===== src/rtl/rcc_pkg.sv =====
// Package with register map, reset values and timing for the channel config block
package rcc_pkg;

  // ----------------------------------------------------------------
  // Register indices (byte address is four times the index)
  // ----------------------------------------------------------------
  localparam logic [5:0] IDX_OVERRIDE    = 6'h08;
  localparam logic [5:0] IDX_CH0_SD      = 6'h12;
  localparam logic [5:0] IDX_SPARE_A     = 6'h13;
  localparam logic [5:0] IDX_SPARE_B     = 6'h14;
  localparam logic [5:0] IDX_CH1_TERM    = 6'h15;
  localparam logic [5:0] IDX_CH1_EQ      = 6'h16;
  localparam logic [5:0] IDX_CH1_SWING   = 6'h17;
  localparam logic [5:0] IDX_CH1_DEEMPH  = 6'h18;
  localparam logic [5:0] IDX_CH1_SD      = 6'h19;
  localparam logic [5:0] IDX_SPARE_C     = 6'h1A;
  localparam logic [5:0] IDX_SPARE_D     = 6'h1B;

  // ----------------------------------------------------------------
  // Reset values
  // ----------------------------------------------------------------
  localparam logic [7:0] RST_ZERO        = 8'h00;
  localparam logic [7:0] RST_EQ          = 8'h2F;
  localparam logic [7:0] RST_SWING       = 8'hAD;
  localparam logic [7:0] RST_DEEMPH      = 8'h02;

  // ----------------------------------------------------------------
  // Field positions
  // ----------------------------------------------------------------
  localparam int OVR_TERM_BIT     = 3;
  localparam int OVR_SD_BIT       = 6;
  localparam int TERM_MODE_LSB    = 2;
  localparam int SD_ASSERT_LSB    = 2;
  localparam int SD_DEASSERT_LSB  = 0;
  localparam int SWING_LSB        = 0;
  localparam int SHORT_PROT_BIT   = 7;
  localparam int DEEMPH_LSB       = 0;
  localparam int TERM_STATE_BIT   = 7;

  // ----------------------------------------------------------------
  // Termination detect modes
  // ----------------------------------------------------------------
  localparam logic [1:0] MODE_HIZ        = 2'h0;
  localparam logic [1:0] MODE_AUTO_LIM   = 2'h1;
  localparam logic [1:0] MODE_AUTO_CONT  = 2'h2;
  localparam logic [1:0] MODE_FIXED_50   = 2'h3;

  // ----------------------------------------------------------------
  // Timing
  // ----------------------------------------------------------------
  localparam longint CLK_HZ             = 10_000_000;
  localparam longint PROBE_INTERVAL_MS  = 12;
  localparam longint PROBE_WINDOW_MS    = 600;
  localparam int PROBE_INTERVAL_CYC = int'(PROBE_INTERVAL_MS * CLK_HZ / 1000);
  localparam int PROBE_ATTEMPTS     = int'(PROBE_WINDOW_MS / PROBE_INTERVAL_MS);

  // ----------------------------------------------------------------
  // Detect states
  // ----------------------------------------------------------------
  typedef enum logic [3:0] {
    ST_HIZ   = 4'b0001,
    ST_WAIT  = 4'b0010,
    ST_FOUND = 4'b0100,
    ST_STOP  = 4'b1000
  } rcc_state_e;

endpackage


===== src/rtl/rcc_term_detect.sv =====
// Far-end receiver probe sequencer and input termination state for one lane
`timescale 1ns/1ps
module rcc_term_detect
  import rcc_pkg::*;
#(
  parameter int PROBE_INTERVAL_CYCLES = PROBE_INTERVAL_CYC,
  parameter int ATTEMPTS              = PROBE_ATTEMPTS
)(
  input  wire logic       clock,
  input  wire logic       reset_n,
  input  wire logic [1:0] mode,
  input  wire logic       receiver_found,
  output logic            probe_q,
  output logic            terminated_q
);

  localparam int CW = $clog2(PROBE_INTERVAL_CYCLES + 1);
  localparam int AW = $clog2(ATTEMPTS + 1);

  rcc_state_e     state_q, state_d;
  logic [CW-1:0]  tick_q, tick_d;
  logic [AW-1:0]  tries_q, tries_d;
  logic [1:0]     mode_q, mode_d;
  logic           probe_d;
  logic           terminated_d;
  logic           auto_mode;

  // ----------------------------------------------------------------
  // Sequencer
  // ----------------------------------------------------------------
  always_comb
  begin
    auto_mode    = (mode == MODE_AUTO_LIM) || (mode == MODE_AUTO_CONT);
    state_d      = state_q;
    tick_d       = tick_q;
    tries_d      = tries_q;
    mode_d       = mode;
    probe_d      = 1'b0;
    if (mode != mode_q)
    begin
      // Mode change restarts detection
      state_d = auto_mode ? ST_WAIT : ST_HIZ;
      tick_d  = '0;
      tries_d = '0;
    end
    else
    begin
      unique case (state_q)
        ST_HIZ:
        begin
          if (auto_mode)
            state_d = ST_WAIT;
        end
        ST_WAIT:
        begin
          if (tick_q == CW'(PROBE_INTERVAL_CYCLES - 1))
          begin
            tick_d  = '0;
            probe_d = 1'b1;
            tries_d = tries_q + AW'(1);
            if (receiver_found)
              state_d = ST_FOUND;
            else if (mode == MODE_AUTO_LIM && tries_q == AW'(ATTEMPTS - 1))
              state_d = ST_STOP;
          end
          else
            tick_d = tick_q + CW'(1);
        end
        ST_FOUND: state_d = ST_FOUND;
        ST_STOP:  state_d = ST_STOP;
        default:  state_d = ST_HIZ;
      endcase
    end
    // Fixed 50 ohm mode terminates, else auto termination follows detection
    terminated_d = (mode == MODE_FIXED_50) ||
                   (auto_mode && state_d == ST_FOUND);
  end

  always_ff @(posedge clock or negedge reset_n)
  begin
    if (!reset_n)
    begin
      state_q      <= ST_HIZ;
      tick_q       <= '0;
      tries_q      <= '0;
      mode_q       <= MODE_HIZ;
      probe_q      <= 1'b0;
      terminated_q <= 1'b0;
    end
    else
    begin
      state_q      <= state_d;
      tick_q       <= tick_d;
      tries_q      <= tries_d;
      mode_q       <= mode_d;
      probe_q      <= probe_d;
      terminated_q <= terminated_d;
    end
  end

  // ----------------------------------------------------------------
  // Checks
  // ----------------------------------------------------------------
  a_hiz_mode_open: assert property (@(posedge clock) disable iff (!reset_n)
    (mode == MODE_HIZ) |=> !terminated_q)
    else $error("Termination on while mode is high impedance");

  a_fixed_mode_on: assert property (@(posedge clock) disable iff (!reset_n)
    (mode == MODE_FIXED_50) |=> terminated_q)
    else $error("Termination off while mode is fixed 50 ohm");

  a_attempt_limit: assert property (@(posedge clock) disable iff (!reset_n)
    (state_q == ST_STOP) |-> (tries_q == AW'(ATTEMPTS) && !probe_d && !terminated_q))
    else $error("Limited probing stopped at wrong count");

  a_found_terminates: assert property (@(posedge clock) disable iff (!reset_n)
    (state_q == ST_WAIT && probe_d && receiver_found && mode == mode_q) |=> terminated_q)
    else $error("Receiver found but input not terminated");

  c_found: cover property (@(posedge clock) disable iff (!reset_n) $rose(terminated_q));
  c_stop:  cover property (@(posedge clock) disable iff (!reset_n) state_q == ST_STOP);

endmodule


===== src/rtl/rcc_regs.sv =====
// Channel configuration register bank with Avalon-MM slave and termination detect
`timescale 1ns/1ps
module rcc_regs
  import rcc_pkg::*;
#(
  parameter int PROBE_INTERVAL_CYCLES = PROBE_INTERVAL_CYC,
  parameter int ATTEMPTS              = PROBE_ATTEMPTS
)(
  input  wire logic        clock,
  input  wire logic        reset_n,
  input  wire logic [5:0]  address,
  input  wire logic        read,
  input  wire logic        write,
  input  wire logic [31:0] writedata,
  input  wire logic [3:0]  byteenable,
  output logic [31:0]      readdata,
  output logic             waitrequest,
  input  wire logic [1:0]  termination_detect_pin,
  input  wire logic [3:0]  signal_detect_threshold_pin,
  input  wire logic        receiver_found,
  output logic             lane_one_probe,
  output logic             lane_one_input_terminated,
  output logic [7:0]       lane_one_equaliser_setting,
  output logic [2:0]       lane_one_output_swing_ratio,
  output logic             lane_one_short_protect,
  output logic [2:0]       lane_one_output_deemphasis,
  output logic [1:0]       lane_one_sd_assert_level,
  output logic [1:0]       lane_one_sd_deassert_level,
  output logic [1:0]       lane_zero_sd_assert_level,
  output logic [1:0]       lane_zero_sd_deassert_level
);

  localparam int NSLOT = 11;
  localparam int SW    = 7;

  typedef logic [7:0] rcc_byte_t;

  // ----------------------------------------------------------------
  // Address decode helpers
  // ----------------------------------------------------------------
  function automatic logic [3:0] slot_of(input logic [5:0] idx);
    if (idx == IDX_OVERRIDE)
      slot_of = 4'h0;
    else if (idx >= IDX_CH0_SD && idx <= IDX_SPARE_D)
      slot_of = 4'(idx - IDX_CH0_SD + 6'h01);
    else
      slot_of = 4'hF;
  endfunction

  function automatic rcc_byte_t reset_of(input int s);
    unique case (s)
      int'(IDX_CH1_EQ - IDX_CH0_SD) + 1:     reset_of = RST_EQ;
      int'(IDX_CH1_SWING - IDX_CH0_SD) + 1:  reset_of = RST_SWING;
      int'(IDX_CH1_DEEMPH - IDX_CH0_SD) + 1: reset_of = RST_DEEMPH;
      default:                               reset_of = RST_ZERO;
    endcase
  endfunction

  // ----------------------------------------------------------------
  // Pin synchronisers
  // ----------------------------------------------------------------
  logic [SW-1:0] pin_s1_q, pin_s2_q, pin_s3_q, pin_q, pin_d;

  always_comb
  begin
    pin_d = pin_q;
    if (pin_s2_q == pin_s3_q)
      pin_d = pin_s3_q;
  end

  always_ff @(posedge clock or negedge reset_n)
  begin
    if (!reset_n)
    begin
      pin_s1_q <= '0;
      pin_s2_q <= '0;
      pin_s3_q <= '0;
      pin_q    <= '0;
    end
    else
    begin
      pin_s1_q <= {receiver_found, signal_detect_threshold_pin, termination_detect_pin};
      pin_s2_q <= pin_s1_q;
      pin_s3_q <= pin_s2_q;
      pin_q    <= pin_d;
    end
  end

  // ----------------------------------------------------------------
  // Bus slave and register storage
  // ----------------------------------------------------------------
  rcc_byte_t   regs_q [NSLOT];
  rcc_byte_t   regs_d [NSLOT];
  logic [31:0] rdata_d;
  logic        wait_d;
  logic [3:0]  slot;
  logic        mapped;
  logic        terminated;
  logic        probe;

  localparam logic [3:0] S_DEEMPH = 4'(IDX_CH1_DEEMPH - IDX_CH0_SD + 6'h01);

  always_comb
  begin
    slot    = slot_of(address);
    mapped  = (slot != 4'hF);
    wait_d  = 1'b1;
    rdata_d = readdata;
    for (int i = 0; i < NSLOT; i++)
      regs_d[i] = regs_q[i];
    if ((read || write) && waitrequest)
    begin
      // One wait state, then the answer stands for one cycle
      wait_d  = 1'b0;
      rdata_d = '0;
      if (read && mapped)
      begin
        rdata_d[7:0] = regs_q[slot];
        if (slot == S_DEEMPH)
          rdata_d[TERM_STATE_BIT] = terminated;
      end
    end
    if (write && !waitrequest && mapped && byteenable[0])
    begin
      regs_d[slot] = writedata[7:0];
      if (slot == S_DEEMPH)
        regs_d[slot][TERM_STATE_BIT] = 1'b0;
    end
  end

  generate
    for (genvar g = 0; g < NSLOT; g++)
    begin : g_reg
      always_ff @(posedge clock or negedge reset_n)
      begin
        if (!reset_n)
          regs_q[g] <= reset_of(g);
        else
          regs_q[g] <= regs_d[g];
      end
    end
  endgenerate

  always_ff @(posedge clock or negedge reset_n)
  begin
    if (!reset_n)
    begin
      waitrequest <= 1'b1;
      readdata    <= '0;
    end
    else
    begin
      waitrequest <= wait_d;
      readdata    <= rdata_d;
    end
  end

  // ----------------------------------------------------------------
  // Effective settings
  // ----------------------------------------------------------------
  rcc_byte_t ovr;
  rcc_byte_t r_ch0_sd;
  rcc_byte_t r_term;
  rcc_byte_t r_eq;
  rcc_byte_t r_swing;
  rcc_byte_t r_deemph;
  rcc_byte_t r_ch1_sd;
  logic [1:0] mode_d, mode_q;
  logic [3:0] sd_pin;
  logic [3:0] ch0_sd_d, ch1_sd_d;

  always_comb
  begin
    ovr      = regs_q[0];
    r_ch0_sd = regs_q[int'(IDX_CH0_SD - IDX_CH0_SD) + 1];
    r_term   = regs_q[int'(IDX_CH1_TERM - IDX_CH0_SD) + 1];
    r_eq     = regs_q[int'(IDX_CH1_EQ - IDX_CH0_SD) + 1];
    r_swing  = regs_q[int'(IDX_CH1_SWING - IDX_CH0_SD) + 1];
    r_deemph = regs_q[int'(IDX_CH1_DEEMPH - IDX_CH0_SD) + 1];
    r_ch1_sd = regs_q[int'(IDX_CH1_SD - IDX_CH0_SD) + 1];
    sd_pin   = pin_q[5:2];
    mode_d   = ovr[OVR_TERM_BIT] ? r_term[TERM_MODE_LSB +: 2] : pin_q[1:0];
    ch0_sd_d = ovr[OVR_SD_BIT] ? r_ch0_sd[3:0] : sd_pin;
    ch1_sd_d = ovr[OVR_SD_BIT] ? r_ch1_sd[3:0] : sd_pin;
  end

  always_ff @(posedge clock or negedge reset_n)
  begin
    if (!reset_n)
    begin
      mode_q                      <= MODE_HIZ;
      lane_one_equaliser_setting  <= RST_EQ;
      lane_one_output_swing_ratio <= RST_SWING[SWING_LSB +: 3];
      lane_one_short_protect      <= RST_SWING[SHORT_PROT_BIT];
      lane_one_output_deemphasis  <= RST_DEEMPH[DEEMPH_LSB +: 3];
      lane_one_sd_assert_level    <= 2'h0;
      lane_one_sd_deassert_level  <= 2'h0;
      lane_zero_sd_assert_level   <= 2'h0;
      lane_zero_sd_deassert_level <= 2'h0;
      lane_one_probe              <= 1'b0;
      lane_one_input_terminated   <= 1'b0;
    end
    else
    begin
      mode_q                      <= mode_d;
      lane_one_equaliser_setting  <= r_eq;
      lane_one_output_swing_ratio <= r_swing[SWING_LSB +: 3];
      lane_one_short_protect      <= r_swing[SHORT_PROT_BIT];
      lane_one_output_deemphasis  <= r_deemph[DEEMPH_LSB +: 3];
      lane_one_sd_assert_level    <= ch1_sd_d[SD_ASSERT_LSB +: 2];
      lane_one_sd_deassert_level  <= ch1_sd_d[SD_DEASSERT_LSB +: 2];
      lane_zero_sd_assert_level   <= ch0_sd_d[SD_ASSERT_LSB +: 2];
      lane_zero_sd_deassert_level <= ch0_sd_d[SD_DEASSERT_LSB +: 2];
      lane_one_probe              <= probe;
      lane_one_input_terminated   <= terminated;
    end
  end

  // ----------------------------------------------------------------
  // Termination detect
  // ----------------------------------------------------------------
  rcc_term_detect #(
    .PROBE_INTERVAL_CYCLES (PROBE_INTERVAL_CYCLES),
    .ATTEMPTS              (ATTEMPTS)
  ) u_term (
    .clock          (clock),
    .reset_n        (reset_n),
    .mode           (mode_q),
    .receiver_found (pin_q[6]),
    .probe_q        (probe),
    .terminated_q   (terminated)
  );

  // ----------------------------------------------------------------
  // Checks
  // ----------------------------------------------------------------
  a_one_wait_state: assert property (@(posedge clock) disable iff (!reset_n)
    (read || write) && waitrequest |=> !waitrequest ##1 waitrequest)
    else $error("Bus answer not after exactly one wait state");

  a_eq_write_lands: assert property (@(posedge clock) disable iff (!reset_n)
    write && !waitrequest && address == IDX_CH1_EQ && byteenable[0]
    |=> ##1 lane_one_equaliser_setting == $past(writedata[7:0], 2))
    else $error("Equaliser write did not reach output");

  a_term_readback: assert property (@(posedge clock) disable iff (!reset_n)
    read && !waitrequest && address == IDX_CH1_DEEMPH
    |-> readdata[TERM_STATE_BIT] == $past(terminated))
    else $error("Termination state bit wrong on read");

  a_mode_override: assert property (@(posedge clock) disable iff (!reset_n)
    !ovr[OVR_TERM_BIT] |=> mode_q == $past(pin_q[1:0]))
    else $error("Termination mode not from pin without override");

  a_sd_override: assert property (@(posedge clock) disable iff (!reset_n)
    ovr[OVR_SD_BIT] |=> lane_one_sd_assert_level == $past(r_ch1_sd[3:2]))
    else $error("Assert threshold not from register under override");

  a_sd_pin_path: assert property (@(posedge clock) disable iff (!reset_n)
    !ovr[OVR_SD_BIT] |=> lane_zero_sd_deassert_level == $past(sd_pin[1:0]))
    else $error("De-assert threshold not from pin without override");

  a_ch0_sd_pin: assert property (@(posedge clock) disable iff (!reset_n)
    !ovr[OVR_SD_BIT] |=> lane_zero_sd_assert_level == $past(sd_pin[3:2]))
    else $error("Lane zero assert threshold not from pin without override");

  a_ch0_sd_reg: assert property (@(posedge clock) disable iff (!reset_n)
    ovr[OVR_SD_BIT] |=> lane_zero_sd_deassert_level == $past(r_ch0_sd[1:0]))
    else $error("Lane zero de-assert threshold not from its own register");

  a_deemph_bit_ro: assert property (@(posedge clock) disable iff (!reset_n)
    !regs_q[S_DEEMPH][TERM_STATE_BIT])
    else $error("Read-only termination state bit was stored");

  a_unmapped_zero: assert property (@(posedge clock) disable iff (!reset_n)
    read && !waitrequest && !mapped |-> readdata == '0)
    else $error("Unmapped read returned nonzero data");

  a_short_protect: assert property (@(posedge clock) disable iff (!reset_n)
    ##1 lane_one_short_protect == $past(r_swing[SHORT_PROT_BIT]))
    else $error("Short protection does not follow swing bit 7");

  a_swing_field: assert property (@(posedge clock) disable iff (!reset_n)
    $changed(r_swing[2:0]) |=> lane_one_output_swing_ratio == $past(r_swing[2:0]))
    else $error("Swing output lags swing field");

  a_deemph_field: assert property (@(posedge clock) disable iff (!reset_n)
    $changed(r_deemph[2:0]) |=> lane_one_output_deemphasis == $past(r_deemph[2:0]))
    else $error("De-emphasis output lags field");

  c_read:     cover property (@(posedge clock) disable iff (!reset_n) read && !waitrequest);
  c_write:    cover property (@(posedge clock) disable iff (!reset_n) write && !waitrequest);
  c_override: cover property (@(posedge clock) disable iff (!reset_n) $rose(ovr[OVR_TERM_BIT]));

endmodule


===== config.mk =====
export PLATFORM = sky130hd
export DESIGN_NAME = rcc_regs
export DESIGN_NICKNAME = d
export VERILOG_FILES = /design/src/rtl/rcc_pkg.sv /design/src/rtl/rcc_term_detect.sv /design/src/rtl/rcc_regs.sv
export SDC_FILE = /design/constraint.sdc
export NUM_CORES = 1
export LEC_CHECK = 0
export BUFFER_PORTS_ARGS = -buffer_cell sky130_fd_sc_hd__buf_2
export CAP_MARGIN = 10
export CORE_UTILIZATION = 58
export CTS_CLUSTER_SIZE = 12
export DETAILED_ROUTE_END_ITERATION = 7
export GPL_ROUTABILITY_DRIVEN = 0
export GPL_TIMING_DRIVEN = 1
export PLACE_DENSITY = 0.77
export SYNTH_ARGS = -nofsm -noshare
export SYNTH_HDL_FRONTEND = slang
export SYNTH_SLANG_ARGS = --single-unit

===== constraint.sdc =====
create_clock -name clock -period 2.6 [get_ports clock]
set_clock_uncertainty 0.2 [all_clocks]
set_input_delay 0.26 -clock clock [delete_from_list [all_inputs] [get_ports clock]]
set_output_delay 0.26 -clock clock [all_outputs]
set_load 0.01 [all_outputs]

==> flow_summary.toml, run 1 <==
[logic_synthesis]
synth_cells = 716
syn-cell-area_sq_um = 8334
ys_types = 69
netlist.area_leader.share_pct = 48.34
async_reset_ff_share_pct = 100.0
synth_area_leaders = "dfrtp_1 48%, mux2_2 12%, dfstp_2 6.9%"
ys.flop_type = "dfrtp_1"
ys_ff_latch = 183
synth-edff-count = 0
yosysTopAreaCell = "dfrtp_1"
synth_area_per_cell_sq_um = 11.64
yosysSeqAreaShare_pct = 55.28
ys_warn_count = 0

[cts]
cts_root_buf = "clkbuf_16"
clk_latency_ns = 0.43
cts_tree = "yes"
cts_sinks = 183
cts_made_buffers = 17
path_clk_slew_ns = 0.07
cts-htree-levels = 4
cts_buffer_depth = 2

[power]
total_power_w = 0.006677
peakVddDrop_mv = 0.5223
p_leak_nw = 4.674
cellPowerDensity_nw_per_um2 = 680.1

[run_status]
status = "finished, final reports clean"

[routing]
maxUsedRoutingLayer = "met4"
drt-met1-wl_microns = 8314
drtIter0Drc = 616
viasPerCell = 6.048
wl_met2_microns = 9330
routedWlPerCell_microns = 19.22
first_pass_iters = 6
drt-total-wl_microns = 19550
wl_met3_microns = 1367
drc_errors = 0
vias = 6151
ant_nets = 0

[worst_setup_path]
critPathMaxFanout = 4
crit_type = "flip-flop to flip-flop"
crit_required_ns = 2.72
startpoint_type = "flip-flop"
end_kind = "flip-flop"
critical_path_arrival_ns = 2.59

[timing]
fin_tns_setup_ns = 0
tightest_slew_ns = 0.8100
final-setup-viol-count = 0
fin_crit_sh_pct = 94.87
relSlewSlack_pct = 45.89
fin_crit_ns = 2.467
slew_viol_final = 0
fmax_mhz = 405.4
hold_viol_final = 0
grt_setup_unrepaired = "no"

[floorplan]
start_util_pct = 59.81
core_sq_um = 13930
placementRows = 43
die_area_sq_um = 14850
die_h_microns = 121.9
ios = 111
fp.dieW_microns = 121.9

[layout]
fin_util_pct = 70.46
layout_commonest_cell = "dfrtp_1"
n_fill_cell = 994
drive_above_1_share_pct = 32.89
regArea_sq_um = 4607
multi_input_area_sq_um = 3430
layout_common_cells = "161 x dfrtp_1, 89 x mux2_2, 58 x buf_2"
stdcell_area_sq_um = 9818
final_nets = 883
syn_to_final_growth_pct = 17.81

[grt]
grt_pass1_vias = 6204
grt_use_total_pct = 28.45
grt_pass1_wl_microns = 31730
grt_max_degree = 66
antenna_found_initial = 1
grt_overflow = 0

[placed_design]
port_buffers = 59
place_area_sq_um = 9062
dp_hpwl_microns = 13250

[flow_run]
max_cap_violations = 0

[worst_hold_path]
hold_class = "primary input to flip-flop"
-- registers in the layout, summed over array words and instances (netlist names), 3 cells and up --
signal / count
regs_q: 32
u_term.tick_q: 17
lane_one_equaliser_setting: 8
ovr: 8
r_ch0_sd: 8
r_ch1_sd: 8
r_deemph: 8
r_eq: 8
r_swing: 8
r_term: 8
readdata: 8
pin_q: 7
pin_s1_q: 7
pin_s2_q: 7
pin_s3_q: 7
u_term.tries_q: 6
u_term.state_q: 4
lane_one_output_deemphasis: 3
lane_one_output_swing_ratio: 3
-- area by class of cell --
| class | count | area share, % |
|---|---|---|
| inverters | 14 | 0.5352 |
| diodes | 1 | 0.02549 |
| clock buffers | 17 | 4.333 |
| flip-flops and latches | 183 | 46.92 |
| clock inverters | 15 | 2.128 |
| well taps | 180 | 2.294 |
| repair buffers | 124 | 8.831 |
| multi-input cells | 483 | 34.93 |
-- through the flow --
stage / hold slack, ns / setup slack, ns / cells
3_3_place_gp: 0.07873 / -0.03176 / 973
4_1_cts: 0.01365 / 0.1103 / 1016
6_report: 0.02771 / 0.1335 / 1017
3_5_place_dp: 0.08834 / -0.1159 / 973
5_1_grt: 0.03433 / 0.009972 / 1017
2_1_floorplan: -0.2356 / 0.001676 / 739
-- Yosys cell counts (5+ instances only) --
master and instances:
dfrtp_1 161, mux2_2 89, nor2_1 53, nand2_1 49, o21ai_0 29, buf_4 24, clkbuf_1 22, dfstp_2 22
a21oi_1 18, nand3_1 18, xor2_1 17, inv_1 14, nor3_1 14, xnor2_1 13, a31oi_1 11, and3_1 11
nand2b_1 10, mux2i_1 9, o22ai_1 9, nand4_1 8, nor2b_1 8, buf_2 7, ha_1 7, o221ai_1 5
-- worst paths after layout --
kind / start / to / slack [ns] / depth (start not counted)
max reg2reg: u_term.tick_q[11] / u_term.tries_q[4] / 0.13 / 6
max: u_term.tick_q[11] / u_term.tries_q[4] / 0.13 / 6
max in group asynchronous: reset_n / r_swing[3] / 1.25 / 3
min in group asynchronous: reset_n / u_term.tick_q[9] / 0.19 / 2
min: write / waitrequest / 0.03 / 2
min reg2reg: pin_s1_q[5] / pin_s2_q[5] / 0.15 / 0
-- power by group --
group | internal (W) | switching, W
sequential | 0.00300 | 0.000104
combinational | 0.000316 | 0.000512
clock | 0.00156 | 0.00119
-- logic make-up (layout without fill, tap and decap cells) --
kind of cell | count (synthesis) | after routing | share of synthesized area, %
AND/OR/NAND/NOR | 201 | 201 | 12.43
flip-flops | 183 | 183 | 55.28
AO/OA/AOI/OAI | 122 | 122 | 9.923
multiplexers | 99 | 99 | 13.38
buffers and inverters | 73 | 170 | 4.744
XOR/XNOR | 30 | 30 | 3.153
adder cells (fa/ha/maj) | 7 | 7 | 1.051
other | 1 | 25 | 0.04500
-- worst max-delay path: stages (launching register included) --
cell and delay (ns):
dfrtp_1 0.45, or4bb_1 0.48, or4_1 0.52, nor3_1 0.31
nand4_1 0.17, xnor2_1 0.17, nor2_1 0.06
-- repair_timing --
item / CTS / global route
endpoints found under the hold margin: 54 / 0
gates resized for setup: 0 / 1
setup endpoints to repair: 0 / 1
hold buffers: 11 / 0
setup buffers: 0 / 0
-- layer usage --
layer | vias to the layer above | GRT usage [%]
met2 | 312 | 44.24
met1 | 3056 | 38.31
li1 | 2728 | -
met5 | - | 0
met3 | 55 | 6.929
met4 | 0 | 11.88
Note: power is estimated with default switching activity, not from simulation.
==> run 2: changes to the inputs <==
--- a/config.mk
+++ b/config.mk
@@ -12,6 +12,7 @@
 export DETAILED_ROUTE_END_ITERATION = 7
 export GPL_ROUTABILITY_DRIVEN = 0
 export GPL_TIMING_DRIVEN = 1
+export HOLD_SLACK_MARGIN = 0.08
 export PLACE_DENSITY = 0.77
 export SYNTH_ARGS = -nofsm -noshare
 export SYNTH_HDL_FRONTEND = slang
==> run 2 against run 1 <==
  * Total power about the same
  * Combinational power grew 1%
  * Via count about the same
  * Setup slack gained 0.0060 ns
  * Non-clock buffer count is 6 higher
  * Design area rose by 0.59%
  * Die area unchanged
  * Clock power is essentially flat
  * Fmax is 0.25% higher
  * Cell count increased by 0.49%
  * Register-to-register slack hardly changed
==> flow_summary.toml, run 2 (same netlist as run 1, synthesis figures left out) <==
[timing]
fmax_mhz = 406.4
fin_crit_ns = 2.460
hold_viol_final = 0
setup_ws_ns = 0.1395
tightest_slew_ns = 0.7865
relSlewSlack_pct = 47.46
grt_setup_unrepaired = "no"
final-setup-viol-count = 0
fin_crit_sh_pct = 94.63
slew_viol_final = 0

[layout]
final_nets = 889
top_regs = "regs_q (32), u_term.tick_q (17)"
largest-register = "regs_q"
drive_above_1_share_pct = 32.66
diodes = 0
largest_register_ffs = 32
layout_common_cells = "161 x dfrtp_1, 89 x mux2_2, 58 x buf_2"
fin_util_pct = 70.87
syn_to_final_growth_pct = 18.50
n_fill_cell = 990
layout_commonest_cell = "dfrtp_1"

[grt]
grt_use_total_pct = 28.47
grt_overflow = 0
grt_max_degree = 66
grt_pass1_vias = 6210
antenna_found_initial = 0
grt_pass1_wl_microns = 31750

[worst_setup_path]
crit_chain = "or4b_1 > nor4_4 > nand3_2 > nor4_1 > xnor2_1 > nor2_1"
cp_top_family = "simple AND/OR/NAND/NOR gates"
critPathBufInv = 0
crit_type = "flip-flop to flip-flop"
rrSetupSlack_ns = 0.14
startpoint_type = "flip-flop"
end_kind = "flip-flop"
critPathMaxFanout = 9
max_stage_delay_ns = 0.55
slowest_stage = "or4b_1"
critical_path_arrival_ns = 2.58
crit_required_ns = 2.72

[routing]
ant_nets = 0
vias = 6154
routedWlPerCell_microns = 18.98
drtIter0Drc = 654
drc_errors = 0
first_pass_iters = 6
drt-total-wl_microns = 19400
viasPerCell = 6.022

[cts]
cts-htree-levels = 4
clk_latency_ns = 0.43
cts_tree = "yes"
cts_buffer_depth = 2
cts_made_buffers = 17
path_clk_slew_ns = 0.07
cts_sinks = 183
cts_root_buf = "clkbuf_16"

[floorplan]
ios = 111
placementRows = 43
die_area_sq_um = 14850
start_util_pct = 59.81
fp.dieW_microns = 121.9
core_sq_um = 13930
die_h_microns = 121.9

[worst_hold_path]
hold_class = "primary input to flip-flop"

[power]
peakVddDrop_mv = 0.5225
cellPowerDensity_nw_per_um2 = 676.5
p_leak_nw = 4.699

[placed_design]
place_ws_ns = -0.1159
dp_hpwl_microns = 13250
port_buffers = 59

[run_status]
status = "finished, final reports clean"

[flow_run]
max_cap_violations = 0
[run 2: changes by cell type in the layout (fill, tap and decap cells not counted), sizes merged]
cell	before	now
dlygate4sd3	11	17
diode	1	0
[run 2: stage by stage]
step	hold WS (ns)	std cells	power, W	cell area [sq um]	TNS, ns
after CTS	0.1088	1022	0.006701	9867	0
after detailed placement	0.08834	973	0.003941	9062	-1.973
after floorplan	-0.2356	739	0.003632	8426	0
after global routing	0.1388	1022	0.006933	9876	0
final	0.1166	1022	0.006681	9876	0
after global placement	0.07873	973	0.003910	9062	-0.2949
[run 2: path summary, 6_finish.rpt]
| check | end | from | cells after the start |
|---|---|---|---|
| worst max-delay path | u_term.tries_q[5] | u_term.tick_q[6] | 6 |
| worst min-delay path | r_term[7] | writedata[7] | 4 |
| worst max register to register | u_term.tries_q[5] | u_term.tick_q[6] | 6 |
| worst min register to register | pin_s2_q[5] | pin_s1_q[5] | 0 |
| max in group asynchronous | r_swing[3] | reset_n | 3 |
| min in group asynchronous | u_term.tick_q[11] | reset_n | 2 |
[run 2: power breakdown]
| group | switching (W) | internal, W | total (W) |
|---|---|---|---|
| Sequential | 0.000103 | 0.00300 | 0.00310 |
| Combinational | 0.000513 | 0.000323 | 0.000836 |
| Clock | 0.00119 | 0.00156 | 0.00274 |
| Total | 0.00180 | 0.00488 | 0.00668 |
[run 2: layout make-up]
type	instances	area (sq um)	share of cell area, %
Inverter	14	52.55	0.5321
Timing Repair Buffer	130	927.1	9.388
Sequential cell	183	4607	46.65
Clock buffer	17	425.4	4.308
Multi-Input combinational cell	483	3430	34.73
Tap cell	180	225.2	2.281
Clock inverter	15	209.0	2.116
[run 2: tightest hold or removal path, cell delays in order]
cell,delay (ns)
buf_2,0.11
o21ai_0,0.14
buf_4,0.14
mux2i_1,0.06
[run 2: what timing repair did]
item                       in CTS  in global routing
hold buffers                   17                  0
setup endpoints to repair       0                  1
resized for setup               0                  1
hold endpoints to repair      127                  0
setup buffers                   0                  0
[run 2: layer usage]
metal | track usage [%] | vias to the layer above | wire length (microns) | share of wire [%]
li1 | - | 2751 | - | -
met1 | 38.34 | 3057 | 8248 | 43
met2 | 44.53 | 296 | 9345 | 48
met3 | 6.180 | 50 | 1379 | 7.1
met4 | 12.58 | 0 | 428 | 2.2
met5 | 0 | - | 0 | 0
